===== config.mk =====
export PLATFORM = sky130hd
export DESIGN_NAME = odt_ctrl
export DESIGN_NICKNAME = d
export VERILOG_FILES = /design/src/verilog/odt_pkg.sv /design/src/verilog/odt_ctrl.sv /design/src/verilog/odt_delay_line.sv /design/src/verilog/odt_sync2.sv
export VERILOG_INCLUDE_DIRS = /design/src /design/src/verilog
export SDC_FILE = /design/constraint.sdc
export NUM_CORES = 1
export LEC_CHECK = 0
export CAP_MARGIN = 10
export CORE_MARGIN = 5
export CORE_UTILIZATION = 30
export DETAILED_ROUTE_END_ITERATION = 8
export DONT_BUFFER_PORTS = 1
export PLACE_DENSITY = 0.4
export SYNTH_ARGS = -nofsm -noshare
export SYNTH_HDL_FRONTEND = slang
export SYNTH_SLANG_ARGS = --single-unit

===== constraint.sdc =====
create_clock -name clock_i -period 5.91 [get_ports clock_i]
set_input_delay 0.2955 -clock clock_i [delete_from_list [all_inputs] [get_ports clock_i]]
set_output_delay 0.2955 -clock clock_i [all_outputs]
set_load 0.01 [all_outputs]

===== src/verilog/odt_cfg.svh =====
// Constants for the on-die termination controller: offsets, fields, resets.
// Assumes inclusion by bare name from every file that needs a figure.
`ifndef ODT_CFG_SVH
`define ODT_CFG_SVH

// APB register byte offsets
`define ODT_CFG_OFS 12'h000
`define ODT_STAT_OFS 12'h004

// Widths of the packed register images
`define ODT_CFG_W 17
`define ODT_STAT_W 12

// Reset values of configuration fields
`define ODT_CWL_RST 4'h5
`define ODT_AL_RST 5'h00

// Latency arithmetic: latency = CWL (+ AL) - 2
`define ODT_LAT_SUB 6'h02
`define ODT_LAT_MIN 6'h02
`define ODT_LAT_MAX 6'h1f

// Write-strength hold after the strength switch (cwn - cnw)
`define ODT_CWN4_EXTRA 3'h4
`define ODT_CWN8_EXTRA 3'h6

`endif


===== src/verilog/odt_pkg.sv =====
// Types shared by the termination controller and its register file.
// Assumes odt_cfg.svh supplies the widths used by the register images.
package odt_pkg;

  // Burst length selection, as held in the configuration register
  typedef enum logic [1:0] {
    BURST_BL8,
    BURST_OTF,
    BURST_BC4,
    BURST_RSV
  } burst_t;

  // ODT timing mode
  typedef enum logic [1:0] {
    MODE_SYNC,
    MODE_ASYNC,
    MODE_DLL_OFF
  } odt_mode_t;

  // Configuration register image, MSB first
  typedef struct packed {
    logic dll_pd_keep;   // Set: DLL kept on in precharge power-down
    burst_t burst;       // Fixed BL8, on-the-fly, fixed BC4
    logic [4:0] al;      // Additive latency
    logic [3:0] cwl;     // CAS write latency
    logic [1:0] rtt_wr;  // Write termination code
    logic [2:0] rtt_nom; // Nominal termination code
  } cfg_t;

  // Status register image, MSB first
  typedef struct packed {
    logic [4:0] odtl;    // Latency in use
    logic odt_seen;      // Synchronised ODT pin
    logic async_mode;    // Asynchronous timing in use
    logic [2:0] code;    // Strength code driven out
    logic sel_wr;        // Write strength selected
    logic term_en;       // Termination on
  } stat_t;

endpackage : odt_pkg


===== src/verilog/odt_ctrl.sv =====
// On-die termination control for a x16 DRAM, with APB configuration.
// Assumes command decode, power state and driver state are on clock_i;
// only the ODT pin is asynchronous.
//
// Notes on behaviour
// - One ODT input terminates both byte lanes.
// - Self-refresh: termination off, ODT ignored.
// - All termination codes zero: ODT ignored.
// - Sampled ODT low off; high on unless disabled.
// - On/off uses write command decode only when the nominal code is zero.
// - Synchronous timing whenever DLL on and locked.
// - On/off follow ODT after the set latency.
// - Latency is CWL plus AL minus two.
// - Termination returns when output drivers release.
// - Nonzero write code enables dynamic switching.
// - Nominal and write codes from their fields.
// - Without writes, nominal strength, ODT timing.
// - Writes: write strength for four/six clocks.
// - Asynchronous mode skips the additive latency.
`timescale 1ns/1ps
`include "odt_cfg.svh"
module odt_ctrl #(
  parameter int LANES = 2,     // Byte lanes under one ODT pin
  parameter int MAX_LAT = 32   // Depth of the latency lines
) (
  // Clock and reset
  input wire logic clock_i,
  input wire logic reset_i,
  // APB slave
  input wire logic psel_i,
  input wire logic penable_i,
  input wire logic pwrite_i,
  input wire logic [11:0] paddr_i,
  input wire logic [31:0] pwdata_i,
  output logic [31:0] prdata_o,
  output logic pready_o,
  output logic pslverr_o,
  // Pin and device state
  input wire logic odt_pin_i,
  input wire logic wr_cmd_i,
  input wire logic wr_bc4_i,
  input wire logic self_refresh_i,
  input wire logic dll_locked_i,
  input wire logic pd_precharge_i,
  input wire logic dq_driving_i,
  // Termination outputs
  output logic [LANES-1:0] term_en_o,
  output logic [2:0] rtt_code_o,
  output logic sel_wr_o
);

  odt_pkg::cfg_t cfg_r;        // Configuration register
  odt_pkg::stat_t stat;        // Status image
  odt_pkg::odt_mode_t mode;    // Current timing mode
  logic odt_s;                 // Synchronised pin
  logic odt_in;                // Value entering the ODT line
  logic odt_active;            // Some termination code is nonzero
  logic dyn_en;                // Dynamic switching enabled
  logic [5:0] lat_sum;         // CWL plus any AL, before the subtraction
  logic [5:0] lat_raw;         // Unclamped latency
  logic [4:0] odtl;            // Latency in use
  logic [4:0] tap_idx;         // Line tap for the latency
  logic [MAX_LAT-1:0] odt_taps;
  logic [2*MAX_LAT-1:0] wr_taps;
  logic odt_tap;               // Delayed ODT
  logic wr_hit;                // Delayed write reaches switch point
  logic wr_hit_bc4;            // That write was a BC4
  logic [2:0] wr_cnt_r;        // Write-strength countdown
  logic sel_wr_nxt;
  logic term_nxt;
  logic wr_bc4_eff;            // Burst chop after mode decode
  logic apb_setup;
  logic apb_access;
  logic addr_cfg;
  logic addr_stat;

  // Pin crosses into the clock domain before anything looks at it
  odt_sync2 #(.W(1)) u_odt_sync (
    .clock_i(clock_i),
    .reset_i(reset_i),
    .async_i(odt_pin_i),
    .sync_o(odt_s)
  );

  // Mode: synchronous while DLL locked, async if frozen in PD
  always_comb begin
    if (pd_precharge_i && !cfg_r.dll_pd_keep) begin
      mode = odt_pkg::MODE_ASYNC;
    end else if (dll_locked_i) begin
      mode = odt_pkg::MODE_SYNC;
    end else begin
      mode = odt_pkg::MODE_DLL_OFF; // Controller must have disabled it
    end
  end

  // Latency; async drops AL, and is clamped to 2..31
  always_comb begin
    if (mode == odt_pkg::MODE_ASYNC) begin
      lat_sum = {2'h0, cfg_r.cwl};
    end else begin
      lat_sum = {2'h0, cfg_r.cwl} + {1'b0, cfg_r.al};
    end
    lat_raw = lat_sum - `ODT_LAT_SUB;
    // Judge short sums before subtracting: a wrapped value would look long
    if (lat_sum < `ODT_LAT_SUB + `ODT_LAT_MIN) begin
      odtl = 5'(`ODT_LAT_MIN);
    end else if (lat_raw > `ODT_LAT_MAX) begin
      odtl = 5'(`ODT_LAT_MAX);
    end else begin
      odtl = lat_raw[4:0];
    end
    tap_idx = odtl - 5'(`ODT_LAT_SUB);
  end

  // Enables from the mode fields only, never from command decode
  assign odt_active = (|cfg_r.rtt_nom) || (|cfg_r.rtt_wr);
  assign dyn_en = |cfg_r.rtt_wr;
  assign odt_in = odt_s && odt_active && !self_refresh_i;

  // Burst chop: fixed modes override the per-command pick
  always_comb begin
    unique case (cfg_r.burst)
      odt_pkg::BURST_BC4: wr_bc4_eff = 1'b1;
      odt_pkg::BURST_OTF: wr_bc4_eff = wr_bc4_i;
      default: wr_bc4_eff = 1'b0;
    endcase
  end

  // ODT history; a line keeps every edge even when pulses overlap
  odt_delay_line #(.W(1), .D(MAX_LAT)) u_odt_line (
    .clock_i(clock_i),
    .reset_i(reset_i),
    .din_i(odt_in),
    .taps_o(odt_taps)
  );

  // Write history with its burst chop flag
  odt_delay_line #(.W(2), .D(MAX_LAT)) u_wr_line (
    .clock_i(clock_i),
    .reset_i(reset_i),
    .din_i({wr_bc4_eff, wr_cmd_i && dyn_en}),
    .taps_o(wr_taps)
  );

  assign odt_tap = odt_taps[tap_idx];
  assign wr_hit = wr_taps[2*tap_idx]; // Switch at WL-2
  assign wr_hit_bc4 = wr_taps[2*tap_idx+1];

  // Countdown of write strength; a new write reloads it
  always_ff @(posedge clock_i or posedge reset_i) begin
    if (reset_i) begin
      wr_cnt_r <= '0;
    end else if (wr_hit) begin
      wr_cnt_r <= wr_hit_bc4 ? `ODT_CWN4_EXTRA : `ODT_CWN8_EXTRA;
    end else if (wr_cnt_r != '0) begin
      wr_cnt_r <= wr_cnt_r - 3'h1;
    end
  end

  // Next strength and on/off decision
  always_comb begin
    sel_wr_nxt = wr_hit || (wr_cnt_r > 3'h1);
    // Selected code zero means that strength terminates nothing
    term_nxt = odt_tap && !self_refresh_i && !dq_driving_i
      && (sel_wr_nxt ? dyn_en : (|cfg_r.rtt_nom));
  end

  // Registered outputs: all lanes share the one decision
  always_ff @(posedge clock_i or posedge reset_i) begin
    if (reset_i) begin
      term_en_o <= '0;
      sel_wr_o <= 1'b0;
      rtt_code_o <= '0;
    end else begin
      term_en_o <= {LANES{term_nxt}};
      sel_wr_o <= sel_wr_nxt;
      rtt_code_o <= sel_wr_nxt ? {1'b0, cfg_r.rtt_wr} : cfg_r.rtt_nom;
    end
  end

  // APB decode
  assign apb_setup = psel_i && !penable_i;
  assign apb_access = psel_i && penable_i && pready_o;
  assign addr_cfg = (paddr_i == `ODT_CFG_OFS);
  assign addr_stat = (paddr_i == `ODT_STAT_OFS);

  // Status image
  always_comb begin
    stat.odtl = odtl;
    stat.odt_seen = odt_s;
    stat.async_mode = (mode == odt_pkg::MODE_ASYNC);
    stat.code = rtt_code_o;
    stat.sel_wr = sel_wr_o;
    stat.term_en = term_en_o[0];
  end

  // Configuration write on the access edge only
  always_ff @(posedge clock_i or posedge reset_i) begin
    if (reset_i) begin
      cfg_r <= '{dll_pd_keep: 1'b0, burst: odt_pkg::BURST_BL8, al: `ODT_AL_RST,
                 cwl: `ODT_CWL_RST, rtt_wr: 2'h0, rtt_nom: 3'h0};
    end else if (apb_access && pwrite_i && addr_cfg) begin
      cfg_r <= odt_pkg::cfg_t'(pwdata_i[`ODT_CFG_W-1:0]);
    end
  end

  // Zero-wait answer: ready, data and error set up during the setup cycle
  always_ff @(posedge clock_i or posedge reset_i) begin
    if (reset_i) begin
      pready_o <= 1'b0;
      prdata_o <= '0;
      pslverr_o <= 1'b0;
    end else begin
      pready_o <= apb_setup;
      pslverr_o <= apb_setup && !addr_cfg && !addr_stat;
      if (apb_setup && !pwrite_i && addr_cfg) begin
        prdata_o <= 32'(cfg_r);
      end else if (apb_setup && !pwrite_i && addr_stat) begin
        prdata_o <= 32'(stat);
      end else begin
        prdata_o <= '0;
      end
    end
  end

  // Helper: cycles since the ODT line input last rose or fell
  logic odt_in_q_r;
  logic [5:0] rise_age_r;
  logic [5:0] fall_age_r;
  logic [4:0] odtl_q_r;
  always_ff @(posedge clock_i or posedge reset_i) begin
    if (reset_i) begin
      odt_in_q_r <= 1'b0;
      rise_age_r <= 6'h3f;
      fall_age_r <= 6'h3f;
      odtl_q_r <= '0;
    end else begin
      odt_in_q_r <= odt_in;
      odtl_q_r <= odtl;
      rise_age_r <= (odt_in && !odt_in_q_r) ? 6'h01 :
        ((rise_age_r == 6'h3f) ? rise_age_r : rise_age_r + 6'h01);
      fall_age_r <= (!odt_in && odt_in_q_r) ? 6'h01 :
        ((fall_age_r == 6'h3f) ? fall_age_r : fall_age_r + 6'h01);
    end
  end

  lanes_equal_a: assert property (@(posedge clock_i) disable iff (reset_i)
    term_en_o == {LANES{term_en_o[0]}}) else $error("lanes disagree");
  sref_off_a: assert property (@(posedge clock_i) disable iff (reset_i)
    self_refresh_i |=> !term_en_o[0]) else $error("termination on in self-refresh");
  disabled_ignore_a: assert property (@(posedge clock_i) disable iff (reset_i)
    !odt_active |=> !odt_taps[0]) else $error("ODT taken while disabled");
  odt_low_off_a: assert property (@(posedge clock_i) disable iff (reset_i)
    !odt_tap |=> !term_en_o[0]) else $error("termination on with ODT low");
  on_latency_a: assert property (@(posedge clock_i) disable iff (reset_i)
    (rise_age_r == {1'b0, odtl} && odtl == odtl_q_r && !self_refresh_i) |-> odt_tap)
    else $error("turn-on latency wrong");
  off_latency_a: assert property (@(posedge clock_i) disable iff (reset_i)
    (fall_age_r == {1'b0, odtl} && odtl == odtl_q_r) |-> !odt_tap)
    else $error("turn-off latency wrong");
  sync_lat_a: assert property (@(posedge clock_i) disable iff (reset_i)
    (mode == odt_pkg::MODE_SYNC && cfg_r.cwl + cfg_r.al < 6'h21
      && cfg_r.cwl + cfg_r.al > 6'h03)
    |-> {1'b0, odtl} == {2'h0, cfg_r.cwl} + {1'b0, cfg_r.al} - 6'h02)
    else $error("sync latency not CWL+AL-2");
  async_lat_a: assert property (@(posedge clock_i) disable iff (reset_i)
    (mode == odt_pkg::MODE_ASYNC && cfg_r.cwl > 4'h3) |-> odtl == cfg_r.cwl - 4'h2)
    else $error("async latency includes AL");
  drive_off_a: assert property (@(posedge clock_i) disable iff (reset_i)
    dq_driving_i |=> !term_en_o[0]) else $error("terminating while driving");
  wr_bc4_a: assert property (@(posedge clock_i) disable iff (reset_i)
    (wr_hit && wr_hit_bc4) |=> sel_wr_o [*4]) else $error("BC4 write strength short");
  wr_bl8_a: assert property (@(posedge clock_i) disable iff (reset_i)
    (wr_hit && !wr_hit_bc4) |=> sel_wr_o [*6]) else $error("BL8 write strength short");
  nom_code_a: assert property (@(posedge clock_i) disable iff (reset_i)
    (!sel_wr_nxt && $stable(cfg_r.rtt_nom)) |=> rtt_code_o == $past(cfg_r.rtt_nom))
    else $error("nominal code not driven");
  no_dyn_a: assert property (@(posedge clock_i) disable iff (reset_i)
    !dyn_en |=> !sel_wr_o || $past(wr_cnt_r != 3'h0)) else $error("write strength unarmed");

  bc4_seen_c: cover property (@(posedge clock_i) disable iff (reset_i) wr_hit && wr_hit_bc4);
  bl8_seen_c: cover property (@(posedge clock_i) disable iff (reset_i) wr_hit && !wr_hit_bc4);
  term_on_c: cover property (@(posedge clock_i) disable iff (reset_i) $rose(term_en_o[0]));
  async_c: cover property (@(posedge clock_i) disable iff (reset_i)
    mode == odt_pkg::MODE_ASYNC && odt_tap);

endmodule : odt_ctrl


===== src/verilog/odt_delay_line.sv =====
// Tapped shift line: tap k holds the input from k+1 clocks ago.
// Assumes the user picks one tap per cycle with a runtime index.
`timescale 1ns/1ps
module odt_delay_line #(
  parameter int W = 1,
  parameter int D = 32
) (
  // Clock and reset
  input wire logic clock_i,
  input wire logic reset_i,
  // Line
  input wire logic [W-1:0] din_i,
  output logic [D*W-1:0] taps_o
);

  // Shift by one word every clock; flops rather than RAM keep taps readable
  always_ff @(posedge clock_i or posedge reset_i) begin
    if (reset_i) begin
      taps_o <= '0;
    end else begin
      taps_o <= {taps_o[(D-1)*W-1:0], din_i};
    end
  end

endmodule : odt_delay_line


===== src/verilog/odt_sync2.sv =====
// Two-flop synchroniser for levels that arrive from package pins.
// Assumes the input is a level that stays put for several clocks.
`timescale 1ns/1ps
module odt_sync2 #(
  parameter int W = 1
) (
  // Clock and reset
  input wire logic clock_i,
  input wire logic reset_i,
  // Data
  input wire logic [W-1:0] async_i,
  output logic [W-1:0] sync_o
);

  logic [W-1:0] meta_r; // First stage, read only by the second

  // Two stages; nothing but the second stage reads the first
  always_ff @(posedge clock_i or posedge reset_i) begin
    if (reset_i) begin
      meta_r <= '0;
      sync_o <= '0;
    end else begin
      meta_r <= async_i;
      sync_o <= meta_r;
    end
  end

endmodule : odt_sync2

==> results.toml, run 1 <==
[layout]
utilization_pct = 34.7
final_cell_mix = "dfrtp_1, nand2_1, clkbuf_16"
antenna_cells = 0
fin_cells = 743
nFillCells = 1914
final_common_cell = "dfrtp_1"
syn_to_final_growth_pct = 14.6
nets = 529
drive_gt1_share_pct = 18.0

[sta]
worst_slew_pin_slew_ps = 1080
fin_crit_ps = 4980
rsz0062_at_grt = "false"
finClkSkew_ps = 9.16
setup_viol_count_final = 0
finalHoldViolations = 0
finalMaxSlewViolations = 0
fmax_ghz = 0.201
post-route-period-util_pct = 84.2
setup-tns-final_ps = 0
setup_ws_ps = 934
max_slew_margin_pct = 27.5

[die]
io_pins = 96
die_x_um = 152
coreArea_sq_um = 20100
die_area_sq_um = 23200
initial_core_util_pct = 30.2
num_rows = 52
die_h_um = 152

[yosys]
yosysTopAreaCell = "dfrtp_1"
yosysWarnings = 0
seq_area_frac_synth_pct = 58.5
synthArstFlopShare_pct = 100
synth_top_area_share_pct = 57.6
synth_cells = 443
dominantRegCellSynth = "dfrtp_1"
synth_edf_count = 0
syn_area_sq_um = 6080
synth_cell_types = 76
ys_ff_latch = 142
ys_top_cells_by_area = "dfrtp_1, mux4_1, mux4_2, ha_1, buf_4"
avgSynthCellArea_sq_um = 13.7

[worst_setup_path]
cp_max_fo = 6
arrival_ps = 5280
slowest_stage = "mux4_1"
cp_num_buf_inv = 4
path_class = "reg -> reg"
worstPathCellList = "ha_1, inv_1, fa_1, mux2i_1, inv_1, ha_1, o31a_1, nand3_1, nand4_1, inv_1, ha_1, clkinv_1, mux4_1, a221oi_2, o21ai_2, a31oi_4, mux2_1"
critPathTopFamily = "multiplexers"
end_kind = "register"
max_stage_delay_ps = 570
cp.required_ps = 6210
crit_path_start_kind = "register"

[placement]
placed_cells = 704
gp_congestion = 0.817
place_hpwl_um = 9360
pre_cts_slack_ps = 936
port_buffers = 0

[outcome]
status = "finished clean"

[pwr]
p_int_mw = 1.69
swShare_pct = 25.5
p_seq_share_pct = 43.9
power.switching_mw = 0.579
p_leak_nw = 3.22
ir_drop_mv = 0.144
total_power_mw = 2.27
powerDensity_nw_per_um2 = 326
clkPwrFrac_pct = 45.8
p_comb_share_pct = 10.3

[clock_network]
cts_buffer_depth = 2
tritoncts = "done"
cts.sinks = 142
cts_made_buffers = 17
cts_max_level = 4
clk_pin_slew_worst_paths_ps = 60
clk_latency_ps = 420
root_buffer = "clkbuf_16"

[detailed_routing]
viasPerCell = 4.92
drt_iter0_drc = 173
routed-via-count = 3655
ant_nets = 0
drc = 0
dr.pass1.iters = 4
wl_um = 13900
routedWlPerCell_um = 18.7

[grt]
first_global_vias = 3886
grtUsageTotal_pct = 12.3
grt_start_max_net_pins = 86
antenna_found_initial = 0
globalRoute.totalOverflow = 0
grt_pass1_wl_um = 22600

[hold_path]
min_path_type = "in -> reg"

[flow_run]
maxCapViolations = 0
[kinds of logic (layout without fill, tap and decap cells)]
group,count (synthesis),count (layout),synth area share (%)
compound gates,97,97,13.2
simple gates,92,92,8.48
flops,142,142,58.5
fa+ha+maj,12,12,2.59
other cells,1,15,0.0617
mux,43,43,10.6
buf+inv,49,65,4.98
xor+xnor,7,7,1.69
[cells in the mapped netlist, types with 6 or more instances]
master,n
buf_6,6
mux4_2,7
mux2_2,12
mux4_1,6
nand3_1,7
a21oi_1,8
a221oi_1,8
dfrtp_1,140
o21ai_0,10
o211ai_1,6
buf_4,18
nor3_1,6
nor4_1,7
nor2_1,17
inv_1,15
a22o_1,10
nand2_1,19
nand2b_1,8
mux2i_1,12
ha_1,11
[final timing paths]
path / from / end / slack [ps] / cells past startpoint
min reg2reg: u_odt_sync.meta_r / u_odt_sync.sync_o / 350 / 0
max: cfg_r[5] / rtt_code_o[1] / 930 / 17
min in group asynchronous: reset_i / u_wr_line.taps_o[11] / 510 / 2
min: pwdata_i[16] / cfg_r[16] / 30 / 1
max in group asynchronous: reset_i / u_odt_line.taps_o[16] / 4200 / 3
max reg2reg: cfg_r[5] / rtt_code_o[1] / 930 / 17
[registers in the layout, indices dropped and copies added (netlist names)]
name / flops
u_odt_sync.sync_o: 1
rtt_code_o: 3
wr_cnt_r: 3
u_wr_line.taps_o: 64
u_odt_line.taps_o: 32
cfg_r: 17
sel_wr_o: 1
u_odt_sync.meta_r: 1
prdata_o: 17
pslverr_o: 1
pready_o: 1
term_en_o: 1
[per-layer routing]
layer / global-route usage, % / up-vias / routed length [um] / part of all wire [%]
li1: - / 1656 / - / -
met1: 17.1 / 1898 / 6790 / 49
met2: 18.5 / 87 / 6280 / 45
met5: 0 / - / 0 / 0
met3: 3.66 / 14 / 603 / 4.3
met4: 3.98 / 0 / 198 / 1.4
[repair_timing]
item | in CTS | in global routing
setup endpoints to repair | 0 | 0
setup buffers | 0 | 0
hold endpoints to repair | 91 | 0
hold buffers | 8 | 0
resized for setup | 0 | 0
[layout make-up]
type                    instances  area [sq um]  share of cell area, %
multi-input cells             266          2280                   32.7
repair buffers                 18           155                   2.23
clock buffers                  21           470                   6.75
inverters                      16          65.1                  0.934
well taps                     270           338                   4.85
clock inverters                10           103                   1.47
flip-flops and latches        142          3560                   51.0
[stage by stage]
step           cell area, sq um  hold slack [ps]
2_1_floorplan              6130              327
3_3_place_gp               6320              327
3_5_place_dp               6320              327
4_1_cts                    6970             4.76
5_1_grt                    6970             1.12
6_report                   6970             25.0
[worst register-to-register path: stages (launching register included)]
cell and delay (ps):
dfstp_2 560, ha_1 250, inv_1 80, fa_1 430, mux2i_1 430, inv_1 120, ha_1 280, o31a_1 150
nand3_1 130, nand4_1 130, inv_1 260, ha_1 300, clkinv_1 120, mux4_1 570, a221oi_2 270, o21ai_2 160
a31oi_4 280, mux2_1 340
[power groups by stage]
stage	Combinational (mW)	Sequential (mW)	Clock, mW
2_1_floorplan	0.186	1.01	0
3_3_place_gp	0.230	1.01	0
3_5_place_dp	0.233	1.01	0
4_1_cts	0.240	0.996	1.07
5_1_grt	0.264	0.998	1.11
6_report	0.234	0.996	1.04
No activity file was read; power rests on OpenSTA's default activity.
==> inputs of run 2 (changes only) <==
==> constraint.sdc (replaced) <==
create_clock -name clock_i -period 4.6 [get_ports clock_i]
set_input_delay 0.23 -clock clock_i [delete_from_list [all_inputs] [get_ports clock_i]]
set_output_delay 0.23 -clock clock_i [all_outputs]
set_load 0.01 [all_outputs]
==> run 2 against run 1 <==
Hold slack improved by 32 ps; sequential share of layout area decreased by 2.7 points; clock skew decreased by 0.52 ps.
==> results.toml, run 2 (synthesis gave the netlist of run 1 again) <==
[worst_setup_path]
cp-startpoint = "cfg_r[5]"
path_class = "reg -> reg"
end_kind = "register"
reg2reg_depth = 17
crit_end = "rtt_code_o[1]"
max_stage_delay_ps = 560
cp_num_buf_inv = 2
worstPathCellList = "ha_2, inv_1, fa_1, xnor2_1, mux2i_1, ha_2, o31a_1, nand3_2, nand3_2, nand2_1, ha_4, inv_4, mux4_1, a221oi_2, o21ai_2, a31oi_4, mux2_1"
arrival_ps = 4650
slowest_stage = "dfstp_2"
cp.depth = 17
critPathTopFamily = "multiplexers"
timing.rr.end = "rtt_code_o[1]"
rr_startpoint = "cfg_r[5]"
cp_max_fo = 5
r2r_setup_slack_ps = 250
crit_path_start_kind = "register"
cp.required_ps = 4890

[detailed_routing]
routedWlPerCell_um = 18.0
drc = 0
wl_um = 14000
drt_iter0_drc = 190
routed-via-count = 3722
dr.pass1.iters = 6
ant_nets = 0
viasPerCell = 4.79

[pwr]
total_power_mw = 3.06
ir_drop_mv = 0.205
p_leak_nw = 3.39
powerDensity_nw_per_um2 = 415

[clock_network]
cts.sinks = 142
clk_latency_ps = 410
root_buffer = "clkbuf_16"
cts_made_buffers = 17
clk_pin_slew_worst_paths_ps = 60
cts_max_level = 4
tritoncts = "done"
cts_buffer_depth = 2

[grt]
first_global_vias = 3944
antenna_found_initial = 0
grt_pass1_wl_um = 22500
globalRoute.totalOverflow = 0
grtUsageTotal_pct = 12.2
grt_start_max_net_pins = 103

[die]
die_area_sq_um = 23200
die_h_um = 152
coreArea_sq_um = 20100
num_rows = 52
initial_core_util_pct = 30.2
die_x_um = 152
io_pins = 96

[layout]
antenna_cells = 0
drive_gt1_share_pct = 21.5
nets = 563
nFillCells = 1939
syn_to_final_growth_pct = 21.1
top_regs = "u_wr_line.taps_o x64, u_odt_line.taps_o x32"
largest_reg_flops = 64
largest_register = "u_wr_line.taps_o"
final_common_cell = "dfrtp_1"
final_cell_mix = "dfrtp_1, buf_4, dlygate4sd3_1"

[placement]
place_hpwl_um = 9610
port_buffers = 0
gp_congestion = 0.839

[sta]
setup-tns-final_ps = 0
finClkSkew_ps = 8.64
finalHoldViolations = 0
fmax_ghz = 0.230
post-route-period-util_pct = 94.7
worst_slew_pin_slew_ps = 1090
max_slew_margin_pct = 27.0
setup_viol_count_final = 0
finalMaxSlewViolations = 0
fin_crit_ps = 4350

[hold_path]
min_path_type = "in -> reg"

[flow_run]
maxCapViolations = 0

[outcome]
status = "finished clean"
==> run 2: cell types whose count changed in the layout (fill, tap and decap cells not counted), sizes merged <==
cell / delta
buf: +17
clkinv: +1
inv: -2
bufinv: +3
clkbuf: -3
dlygate4sd3: +17
clkinvlp: +1
==> run 2: worst min path at each step <==
stage | from | to | slack [ps] | cells past startpoint
detailed placement | odt_pin_i | u_odt_sync.meta_r | 260 | 0
floorplan | odt_pin_i | u_odt_sync.meta_r | 260 | 0
finish | dq_driving_i | term_en_o[0] | 60 | 3
global route | dq_driving_i | term_en_o[0] | 60 | 3
global placement | odt_pin_i | u_odt_sync.meta_r | 260 | 0
CTS | dq_driving_i | term_en_o[0] | 40 | 3
==> run 2: what timing repair did <==
item,4_1_cts,5_1_grt
setup buffers,0,4
gates resized for setup,1,8
cloned,0,0
pin swaps,0,4
hold buffers,25,0
endpoints found under the setup margin,1,5
endpoints found under the hold margin,124,0
==> run 2: worst min-delay path: stages <==
cell and delay, ps:
a211oi_1 40, o221ai_1 90, nor4b_2 70
==> run 2: routing by layer <==
layer	global-route usage (%)	share of wire, %	vias up
met1	16.3	47	1915
met5	0	0	-
li1	-	-	1719
met2	19.5	48	77
met4	3.34	0.92	0
met3	3.72	4.3	11
==> run 2: final cells by class <==
type / instances / area (sq um) / area share, %
clock inverters: 13 / 189 / 2.57
inverters: 16 / 67.6 / 0.918
clock buffers: 18 / 429 / 5.83
flip-flops and latches: 142 / 3560 / 48.3
multi-input cells: 266 / 2320 / 31.5
repair buffers: 52 / 465 / 6.32
well taps: 270 / 338 / 4.59
==> run 2: power breakdown <==
group / switching [mW] / internal (mW) / total [mW]
combinational: 0.193 / 0.144 / 0.337
clock: 0.531 / 0.908 / 1.44
sequential: 0.0141 / 1.27 / 1.28
==> run 2: metrics by stage <==
step           std cells  hold WS [ps]  utilization, %  setup WS [ps]  area [sq um]
2_1_floorplan        457           261               -           78.0          6130
3_3_place_gp         717           262            32.0           75.0          6430
3_5_place_dp         717           261            32.0           22.2          6430
4_1_cts              773          41.9            36.3           54.8          7300
5_1_grt              777          55.7            36.6          -3.26          7360
6_report             777          57.3            36.6            245          7360
